[src/pkg/mmsr_pkg.sv]
// Summary of operation
// [RL1] station high word loads from config memory after reset and on reload
// [RL2] without config memory the station high word stays undefined
// [RL3] station high word also loads from init block or software write
// [RL4] station address survives hard reset, soft reset and stop
// [RL5] registers accessible only while stopped or suspended
// [RL6] mode fields load from init block or software write
// [RL7] bit 15 set accepts every frame
// [RL8] bit 14 rejects broadcasts; cleared by hard or soft reset
// [RL9] bit 13 disables own address matching
// [RL10] bits 8-7 select port: 11 media independent, 10 serial; reset clears
// [RL11] no_retry clear gives 16 attempts; set gives one, no 64-byte protection
// [RL12] forced collision collides every internal loopback attempt only
// [RL13] fcs_suppress drops FCS unless the descriptor requests one
// [RL14] with auto padding, frames under 64 bytes always carry FCS
// [RL15] loopback gives full duplex test, overrides duplex; reset clears
// [RL16] loopback decode per port: internal, external or normal
// [RL17] transmit_disable blocks transmit ring; else start sets transmitter_on
// [RL18] receive_disable blocks receive ring; else start sets receiver_on
// [RL19] low alias shares storage with init_addr_low
// [RL20] high alias shares storage with init_addr_high
// [RL21] reserved bits written as zero, read here as zero
// [RL22] writes while running are ignored
package mmsr_pkg;
   localparam logic [7:0]  OFS_STA_HI    = 8'h38;
   localparam logic [7:0]  OFS_MODE      = 8'h3C;
   localparam logic [7:0]  OFS_IADR_LO   = 8'h40;
   localparam logic [7:0]  OFS_IADR_HI   = 8'h44;
   localparam logic [15:0] MODE_WR_MASK  = 16'hE1FF;
   localparam logic [15:0] MODE_RST      = 16'h0000;
   localparam logic [15:0] MODE_SRST_CLR = 16'h4184;
   localparam logic [1:0]  PORT_MII      = 2'h3;
   localparam logic [1:0]  PORT_SERIAL   = 2'h2;
   localparam logic [4:0]  ATTEMPTS_RTRY = 5'h10;
   localparam logic [4:0]  ATTEMPTS_ONE  = 5'h01;
   typedef enum logic [1:0] {
      MMSR_LOOP_NORMAL   = 2'b00,
      MMSR_LOOP_INTERNAL = 2'b01,
      MMSR_LOOP_EXTERNAL = 2'b10
   } mmsr_loop_t;
   typedef struct packed {
      logic       accept_all_frames;
      logic       broadcast_reject;
      logic       own_address_reject;
      logic [3:0] rsvd;
      logic [1:0] port_selection;
      logic       internal_loop;
      logic       no_retry;
      logic       forced_collision;
      logic       fcs_suppress;
      logic       loopback;
      logic       transmit_disable;
      logic       receive_disable;
   } mmsr_mode_t;
   typedef struct packed {
      logic        load;
      logic [15:0] station_high;
      mmsr_mode_t  mode;
   } mmsr_init_t;
   typedef struct packed {
      logic descriptor_fcs_request;
      logic end_of_packet_flag;
      logic auto_transmit_pad;
      logic short_frame;
   } mmsr_frame_t;
endpackage : mmsr_pkg
[src/logic/mmsr_regs.sv]
// Local design decisions: the Avalon-MM register port and the placing of the registers.
`timescale 1ns/100ps
module mmsr_regs (
   input  wire logic                 CORE_CLK,
   input  wire logic                 RESET_N,
   input  wire logic                 SOFT_RESET,
   input  wire logic                 STOPPED,
   input  wire logic                 SUSPENDED_STATE,
   input  wire logic                 START_REQUEST,
   input  wire logic                 CONFIG_MEMORY_RELOAD,
   input  wire logic                 CFG_MEM_VALID,
   input  wire logic [15:0]          CFG_MEM_DATA,
   input  wire mmsr_pkg::mmsr_init_t INIT_BLOCK,
   input  wire mmsr_pkg::mmsr_frame_t FRAME_INFO,
   input  wire logic                 PORT_INTERNAL_LOOP,
   input  wire logic [7:0]           AVS_ADDRESS,
   input  wire logic                 AVS_READ,
   input  wire logic                 AVS_WRITE,
   input  wire logic [31:0]          AVS_WRITEDATA,
   input  wire logic [3:0]           AVS_BYTEENABLE,
   output logic [31:0]               AVS_READDATA,
   output logic                      AVS_WAITREQUEST,
   output logic                      CFG_MEM_REQ,
   output logic [15:0]               STATION_ADDRESS_HIGH,
   output mmsr_pkg::mmsr_mode_t      MODE,
   output logic [15:0]               INIT_ADDR_LOW,
   output logic [15:0]               INIT_ADDR_HIGH,
   output mmsr_pkg::mmsr_loop_t      LOOP_MODE,
   output logic                      FULL_DUPLEX_TEST,
   output logic [4:0]                TX_ATTEMPT_LIMIT,
   output logic                      TX_PROTECT_HEAD,
   output logic                      FORCE_COLLISION,
   output logic                      APPEND_FCS,
   output logic                      TRANSMITTER_ON,
   output logic                      RECEIVER_ON
);
   import mmsr_pkg::*;

   // ----------------------------------------------------------
   // decode and bus handshake
   // ----------------------------------------------------------
   function automatic logic [2:0] reg_sel(input logic [7:0] a);
      if (a == OFS_STA_HI) begin
         reg_sel = 3'h1;
      end else if (a == OFS_MODE) begin
         reg_sel = 3'h2;
      end else if (a == OFS_IADR_LO) begin
         reg_sel = 3'h3;
      end else if (a == OFS_IADR_HI) begin
         reg_sel = 3'h4;
      end else begin
         reg_sel = 3'h0;
      end
   endfunction : reg_sel

   function automatic logic [15:0] merge(input logic [15:0] old, input logic [31:0] wd,
                                         input logic [3:0] be);
      merge = {be[1] ? wd[15:8] : old[15:8], be[0] ? wd[7:0] : old[7:0]};
   endfunction : merge

   logic [15:0] station_r;
   mmsr_mode_t  mode_r;
   logic [15:0] iadr_lo_r;
   logic [15:0] iadr_hi_r;
   logic        wait_r;
   logic [31:0] rdata_r;
   logic        req_pend_r;
   logic        access_ok;
   logic        wr_commit;
   logic [2:0]  sel;

   assign access_ok = STOPPED | SUSPENDED_STATE;                            // RL5
   assign sel       = reg_sel(AVS_ADDRESS);
   assign wr_commit = AVS_WRITE & ~wait_r & access_ok;                      // RL22

   // waitrequest drops for one cycle, one edge after the request appears
   always_ff @(posedge CORE_CLK or negedge RESET_N) begin
      if (!RESET_N) begin
         wait_r <= 1'b1;
      end else if ((AVS_READ | AVS_WRITE) & wait_r) begin
         wait_r <= 1'b0;
      end else begin
         wait_r <= 1'b1;
      end
   end

   // unmapped or locked-out reads return zero; reserved bits read zero
   always_ff @(posedge CORE_CLK or negedge RESET_N) begin
      if (!RESET_N) begin
         rdata_r <= 32'h0000_0000;
      end else if (AVS_READ & wait_r) begin
         if (!access_ok) begin
            rdata_r <= 32'h0000_0000;                                       // RL5
         end else if (sel == 3'h1) begin
            rdata_r <= {16'h0000, station_r};
         end else if (sel == 3'h2) begin
            rdata_r <= {16'h0000, mode_r & MODE_WR_MASK};                   // RL21
         end else if (sel == 3'h3) begin
            rdata_r <= {16'h0000, iadr_lo_r};
         end else if (sel == 3'h4) begin
            rdata_r <= {16'h0000, iadr_hi_r};
         end else begin
            rdata_r <= 32'h0000_0000;
         end
      end
   end

   // ----------------------------------------------------------
   // station address: no reset at all, so it survives every reset
   // ----------------------------------------------------------
   always_ff @(posedge CORE_CLK or negedge RESET_N) begin
      if (!RESET_N) begin
         req_pend_r <= 1'b1;
      end else begin
         req_pend_r <= CONFIG_MEMORY_RELOAD;                                // RL1
      end
   end

   assign CFG_MEM_REQ = req_pend_r;

   // without a config memory no valid ever arrives and the word stays unknown
   always_ff @(posedge CORE_CLK) begin
      if (CFG_MEM_VALID) begin
         station_r <= CFG_MEM_DATA;                                         // RL1 RL2
      end else if (INIT_BLOCK.load) begin
         station_r <= INIT_BLOCK.station_high;                              // RL3
      end else if (wr_commit && sel == 3'h1) begin
         station_r <= merge(station_r, AVS_WRITEDATA, AVS_BYTEENABLE);      // RL3 RL4
      end
   end

   // ----------------------------------------------------------
   // mode register
   // ----------------------------------------------------------
   always_ff @(posedge CORE_CLK or negedge RESET_N) begin
      if (!RESET_N) begin
         mode_r <= MODE_RST;
      end else if (SOFT_RESET) begin
         mode_r <= mode_r & ~MODE_SRST_CLR;                                 // RL8 RL10 RL15
      end else if (INIT_BLOCK.load) begin
         mode_r <= INIT_BLOCK.mode & MODE_WR_MASK;                          // RL6
      end else if (wr_commit && sel == 3'h2) begin
         mode_r <= merge(mode_r, AVS_WRITEDATA, AVS_BYTEENABLE) & MODE_WR_MASK; // RL6 RL21
      end
   end

   // ----------------------------------------------------------
   // init block address, one storage shared with the primary registers
   // ----------------------------------------------------------
   always_ff @(posedge CORE_CLK) begin
      if (wr_commit && sel == 3'h3) begin
         iadr_lo_r <= merge(iadr_lo_r, AVS_WRITEDATA, AVS_BYTEENABLE);      // RL19
      end
      if (wr_commit && sel == 3'h4) begin
         iadr_hi_r <= merge(iadr_hi_r, AVS_WRITEDATA, AVS_BYTEENABLE);      // RL20
      end
   end

   // ----------------------------------------------------------
   // derived controls for the datapaths
   // ----------------------------------------------------------
   mmsr_loop_t loop_nxt;
   always_comb begin
      loop_nxt = MMSR_LOOP_NORMAL;
      if (mode_r.port_selection == PORT_SERIAL) begin
         if (mode_r.loopback & mode_r.internal_loop & ~PORT_INTERNAL_LOOP) begin
            loop_nxt = MMSR_LOOP_INTERNAL;                                  // RL16
         end else if (mode_r.loopback & ~mode_r.internal_loop & ~PORT_INTERNAL_LOOP) begin
            loop_nxt = MMSR_LOOP_EXTERNAL;                                  // RL16
         end
      end else if (mode_r.port_selection == PORT_MII) begin
         if (~mode_r.loopback & ~mode_r.internal_loop & PORT_INTERNAL_LOOP) begin
            loop_nxt = MMSR_LOOP_INTERNAL;                                  // RL16
         end else if (mode_r.loopback & ~mode_r.internal_loop & ~PORT_INTERNAL_LOOP) begin
            loop_nxt = MMSR_LOOP_EXTERNAL;                                  // RL16
         end
      end
   end

   logic fcs_nxt;
   assign fcs_nxt = ~mode_r.fcs_suppress                                    // RL13
                  | (FRAME_INFO.descriptor_fcs_request & FRAME_INFO.end_of_packet_flag)
                  | (FRAME_INFO.auto_transmit_pad & FRAME_INFO.short_frame); // RL14

   always_ff @(posedge CORE_CLK or negedge RESET_N) begin
      if (!RESET_N) begin
         LOOP_MODE        <= MMSR_LOOP_NORMAL;
         FULL_DUPLEX_TEST <= 1'b0;
         TX_ATTEMPT_LIMIT <= ATTEMPTS_RTRY;
         TX_PROTECT_HEAD  <= 1'b1;
         FORCE_COLLISION  <= 1'b0;
         APPEND_FCS       <= 1'b1;
      end else begin
         LOOP_MODE        <= loop_nxt;
         FULL_DUPLEX_TEST <= mode_r.loopback;                               // RL15
         TX_ATTEMPT_LIMIT <= mode_r.no_retry ? ATTEMPTS_ONE : ATTEMPTS_RTRY; // RL11
         TX_PROTECT_HEAD  <= ~mode_r.no_retry;                              // RL11
         FORCE_COLLISION  <= mode_r.forced_collision
                             & (loop_nxt == MMSR_LOOP_INTERNAL);            // RL12
         APPEND_FCS       <= fcs_nxt;
      end
   end

   // running flags: stop clears them, start sets them unless disabled
   always_ff @(posedge CORE_CLK or negedge RESET_N) begin
      if (!RESET_N) begin
         TRANSMITTER_ON <= 1'b0;
         RECEIVER_ON    <= 1'b0;
      end else if (STOPPED | SOFT_RESET) begin
         TRANSMITTER_ON <= 1'b0;
         RECEIVER_ON    <= 1'b0;
      end else if (START_REQUEST) begin
         TRANSMITTER_ON <= ~mode_r.transmit_disable;                        // RL17
         RECEIVER_ON    <= ~mode_r.receive_disable;                         // RL18
      end
   end

   assign AVS_READDATA         = rdata_r;
   assign AVS_WAITREQUEST      = wait_r;
   assign STATION_ADDRESS_HIGH = station_r;
   assign MODE                 = mode_r;                                    // RL7 RL9
   assign INIT_ADDR_LOW        = iadr_lo_r;
   assign INIT_ADDR_HIGH       = iadr_hi_r;
endmodule : mmsr_regs

[config.mk]
export PLATFORM = sky130hd
export DESIGN_NAME = mmsr_regs
export DESIGN_NICKNAME = d
export VERILOG_FILES = /design/src/pkg/mmsr_pkg.sv /design/src/logic/mmsr_regs.sv
export SDC_FILE = /design/constraint.sdc
export NUM_CORES = 1
export LEC_CHECK = 0
export BUFFER_PORTS_ARGS = -buffer_cell sky130_fd_sc_hd__buf_2
export CAP_MARGIN = 15
export CORE_ASPECT_RATIO = 1.75
export CORE_MARGIN = 2
export CORE_UTILIZATION = 51
export CTS_BUF_LIST = sky130_fd_sc_hd__clkbuf_4 sky130_fd_sc_hd__clkbuf_8
export CTS_CLUSTER_SIZE = 10
export DETAILED_ROUTE_END_ITERATION = 12
export GPL_TIMING_DRIVEN = 0
export PLACE_DENSITY_LB_ADDON = 0.12
export SYNTH_ARGS = -nofsm -noshare
export SYNTH_HDL_FRONTEND = slang
export SYNTH_SLANG_ARGS = --single-unit
[constraint.sdc]
create_clock -name CORE_CLK -period 3.5 [get_ports CORE_CLK]
set_input_delay 0.7 -clock CORE_CLK [delete_from_list [all_inputs] [get_ports CORE_CLK]]
set_output_delay 0.7 -clock CORE_CLK [all_outputs]
set_load 0.01 [all_outputs]
==> summary.txt <==
Clocking
  • Clock sink total: 87
  • # Post-CTS Setup Buffers: 0
  • # resized after CTS: 0
  • Root Driver: clkbuf_8
  • Clock transition at path regs: 0.09 ns
  • Hold Buf Count CTS: 0
  • H-tree lvl count: 3
  • CTS tree: done
  • Skew-Pair Late Insertion Delay: 0.37 ns
  • CTS Buf Count: 9
  • CTS Buffer Depth: 2

Setup path
  • CP max stage delay: 0.60 ns
  • R2R depth: 4
  • Worst-path maximum fanout: 10
  • Buffers & Inverters on Critical Path: 3
  • WP depth: 6
  • Reg-to-Reg Start: AVS_WAITREQUEST$_DFF_PN1_
  • Slowest cell on crit path: nor3_1
  • CP top delay family: simple AND/OR/NAND/NOR gates
  • Crit path cell chain: buf_2 > nor4b_2 > nand2_2 > buf_6 > nor3_1 > buf_4
  • Arr. time, crit path: 2.52 ns
  • Flop-to-flop setup slack: 1.41 ns
  • Crit path kind: primary input to flip-flop
  • Reg-to-reg critical path endpoint: INIT_ADDR_LOW[8]$_DFFE_PP_
  • Setup crit end: INIT_ADDR_LOW[8]$_DFFE_PP_
  • Worst setup EP type: flip-flop
  • Critical path data required time: 3.59 ns
  • Critical Path Start: AVS_ADDRESS[4]
  • Startpoint types: primary input

Run status
  • Status: finished, final reports clean

Route
  • Post-Route WL: 13.4 mm
  • DR WL/cell: 20.0 um
  • Final ANT Viol Nets: 0
  • DRC violation count after routing: 0
  • Vias: 3,870
  • Initial DRC Count: 308
  • Vias/cell: 5.78
  • Drt first pass iters: 5

Logic synthesis
  • Most used DFF post-synth: edfxtp_1
  • Post-synth ARST share: 44.8%
  • Post-synth EDFFs: 48
  • Seq/Total Area, Yosys: 56.5%
  • Cell count after synthesis: 365
  • Netlist cell types: 49
  • Syn avg cell area: 11.7 sq um
  • Post-synthesis cell area: 4280 sq um
  • Ys Warns: 0
  • #FFs+latches synth: 87

Place
  • DP HPWL: 10.4 mm
  • Setup WS pre-CTS: 0.538 ns
  • PortBufs: 171
  • Placer congestion estimate: 0.872

Run
  • Max_cap viols: 0

Global routing
  • Largest net degree at the start of global routing: 40
  • Vias in the first global route: 3,670
  • Initial antenna violation count: 0
  • Grt total ovfl: 0
  • First-pass GRT wire length: 19.4 mm
  • Overall global routing resource usage: 29.2%

Timing
  • F_max: 411 MHz
  • Crit path time final: 2.43 ns
  • Hold slack: 0.417 ns
  • Final Worst Setup Slack: 1.07 ns
  • Tcrit/Tclk final: 69.5%
  • Worst-Margin Slew: 0.947 ns
  • Final hold viol count: 0
  • Worst Clk Skew: 0.00518 ns
  • Endpoints failing setup: 0
  • Setup TNS: 0 ns
  • Slew margin rel.: 36.8%
  • Unrepaired setup endpoints after global routing: false
  • Max-slew violations: 0

Final layout
  • Final core utilization: 68.0%
  • Layout net count: 681
  • Layout cell share with drive strength beyond 1: 41.9%
  • Commonest non-fill, non-tap cell in the layout: buf_2
  • ANT cells: 0
  • Total of fill cells in the finished design: 664
  • Most frequent cells in the layout: 182 x buf_2, 48 x edfxtp_1, 35 x dfrtp_1
  • Syn-to-layout area delta: 30.2%

Floorplanning
  • # IOs: 219
  • Die area: 9180 sq um
  • Core region area: 8200 sq um
  • Die height: 125 um
  • Row cnt: 44
  • Die X: 73.3 um
  • Starting Density: 52.2%

Min path
  • Worst min path class: primary input to flip-flop

Pwr
  • Peak VDD IR: 0.264 mV
  • Power per cell area: 416 nW/um^2
  • Leakage: 2.60 nW
layout make-up:
type                    count  area [sq um]  area share, %
multi-input cells         248          1620           29.0
inverters                   4          15.0          0.269
flip-flops and latches     87          2420           43.4
well taps                  92           115           2.06
clock buffers              10           131           2.35
plain buffers              48           312           5.58
clock inverters             6          85.1           1.53
repair buffers            175           881           15.8
worst min path at each step:
stage | startpoint | end | slack (ns) | depth (start not counted)
finish | CONFIG_MEMORY_RELOAD | CFG_MEM_REQ$_DFF_PN1_ | 0.42 | 1
global route | CONFIG_MEMORY_RELOAD | CFG_MEM_REQ$_DFF_PN1_ | 0.42 | 1
CTS | CONFIG_MEMORY_RELOAD | CFG_MEM_REQ$_DFF_PN1_ | 0.42 | 1
detailed placement | MODE[3]$_DFFE_PN0P_ | APPEND_FCS$_DFF_PN1_ | 0.45 | 1
global placement | MODE[5]$_DFFE_PN0P_ | TX_ATTEMPT_LIMIT[0]$_DFF_PN0_ | 0.44 | 0
floorplan | RESET_N | AVS_READDATA[0]$_DFFE_PN0P_ | 0.40 | 0
per-layer routing:
layer	GRT usage [%]	share of wire [%]
met4	15.8	5.5
met1	31.1	34
met3	6.45	7.4
met5	0	0
met2	51.5	53
cell usage after synthesis (3+ instances only):
library cell,number,share of area [%]
a211oi_1,13,2.3
a21oi_1,20,2.3
a221o_1,3,0.70
a311oi_1,6,1.2
a31oi_1,8,1.2
a32o_1,11,2.6
buf_1,3,0.26
buf_2,9,1.1
buf_4,24,4.2
buf_6,4,1.1
clkbuf_1,8,0.70
dfrtp_1,35,20
dfstp_2,4,2.5
edfxtp_1,48,34
inv_1,4,0.35
mux2i_1,32,7.5
nand2_1,29,2.5
nand2b_1,7,1.0
nand3_1,17,2.0
nor2_1,5,0.44
nor2b_1,10,1.5
nor3_1,5,0.58
o21ai_0,21,2.5
o21ai_1,7,0.82
flip-flops by register name, indices dropped and copies added (netlist names):
register / flops
AVS_READDATA: 16
INIT_ADDR_HIGH: 16
INIT_ADDR_LOW: 16
STATION_ADDRESS_HIGH: 16
MODE: 12
LOOP_MODE: 2
TX_ATTEMPT_LIMIT: 2
APPEND_FCS: 1
AVS_WAITREQUEST: 1
CFG_MEM_REQ: 1
FORCE_COLLISION: 1
FULL_DUPLEX_TEST: 1
RECEIVER_ON: 1
TRANSMITTER_ON: 1
power by group:
| part | switching, W | leakage (nW) | internal, W | total, W |
|---|---|---|---|---|
| logic | 0.000212 | 1.54 | 0.000155 | 0.000368 |
| clock network | 0.000371 | 0.107 | 0.000408 | 0.000779 |
| registers | 0.0000383 | 0.953 | 0.00114 | 0.00118 |
kinds of logic (layout without fill, tap and decap cells):
kind of cell | after synthesis | after routing | synth area share (%)
compound gates | 99 | 99 | 15.6
buf+inv | 52 | 243 | 7.62
flops | 87 | 87 | 56.5
mux | 32 | 32 | 7.48
other cells | 1 | 23 | 0.0875
simple gates | 94 | 94 | 12.7
metrics by stage:
stage	area (sq um)	cells	total power, W
floorplan	4370	387	0.00138
global placement	5340	650	0.00155
detailed placement	5350	652	0.00156
CTS	5570	668	0.00231
global route	5580	670	0.00239
finish	5580	670	0.00232
Power figures use the tool's default switching activity.
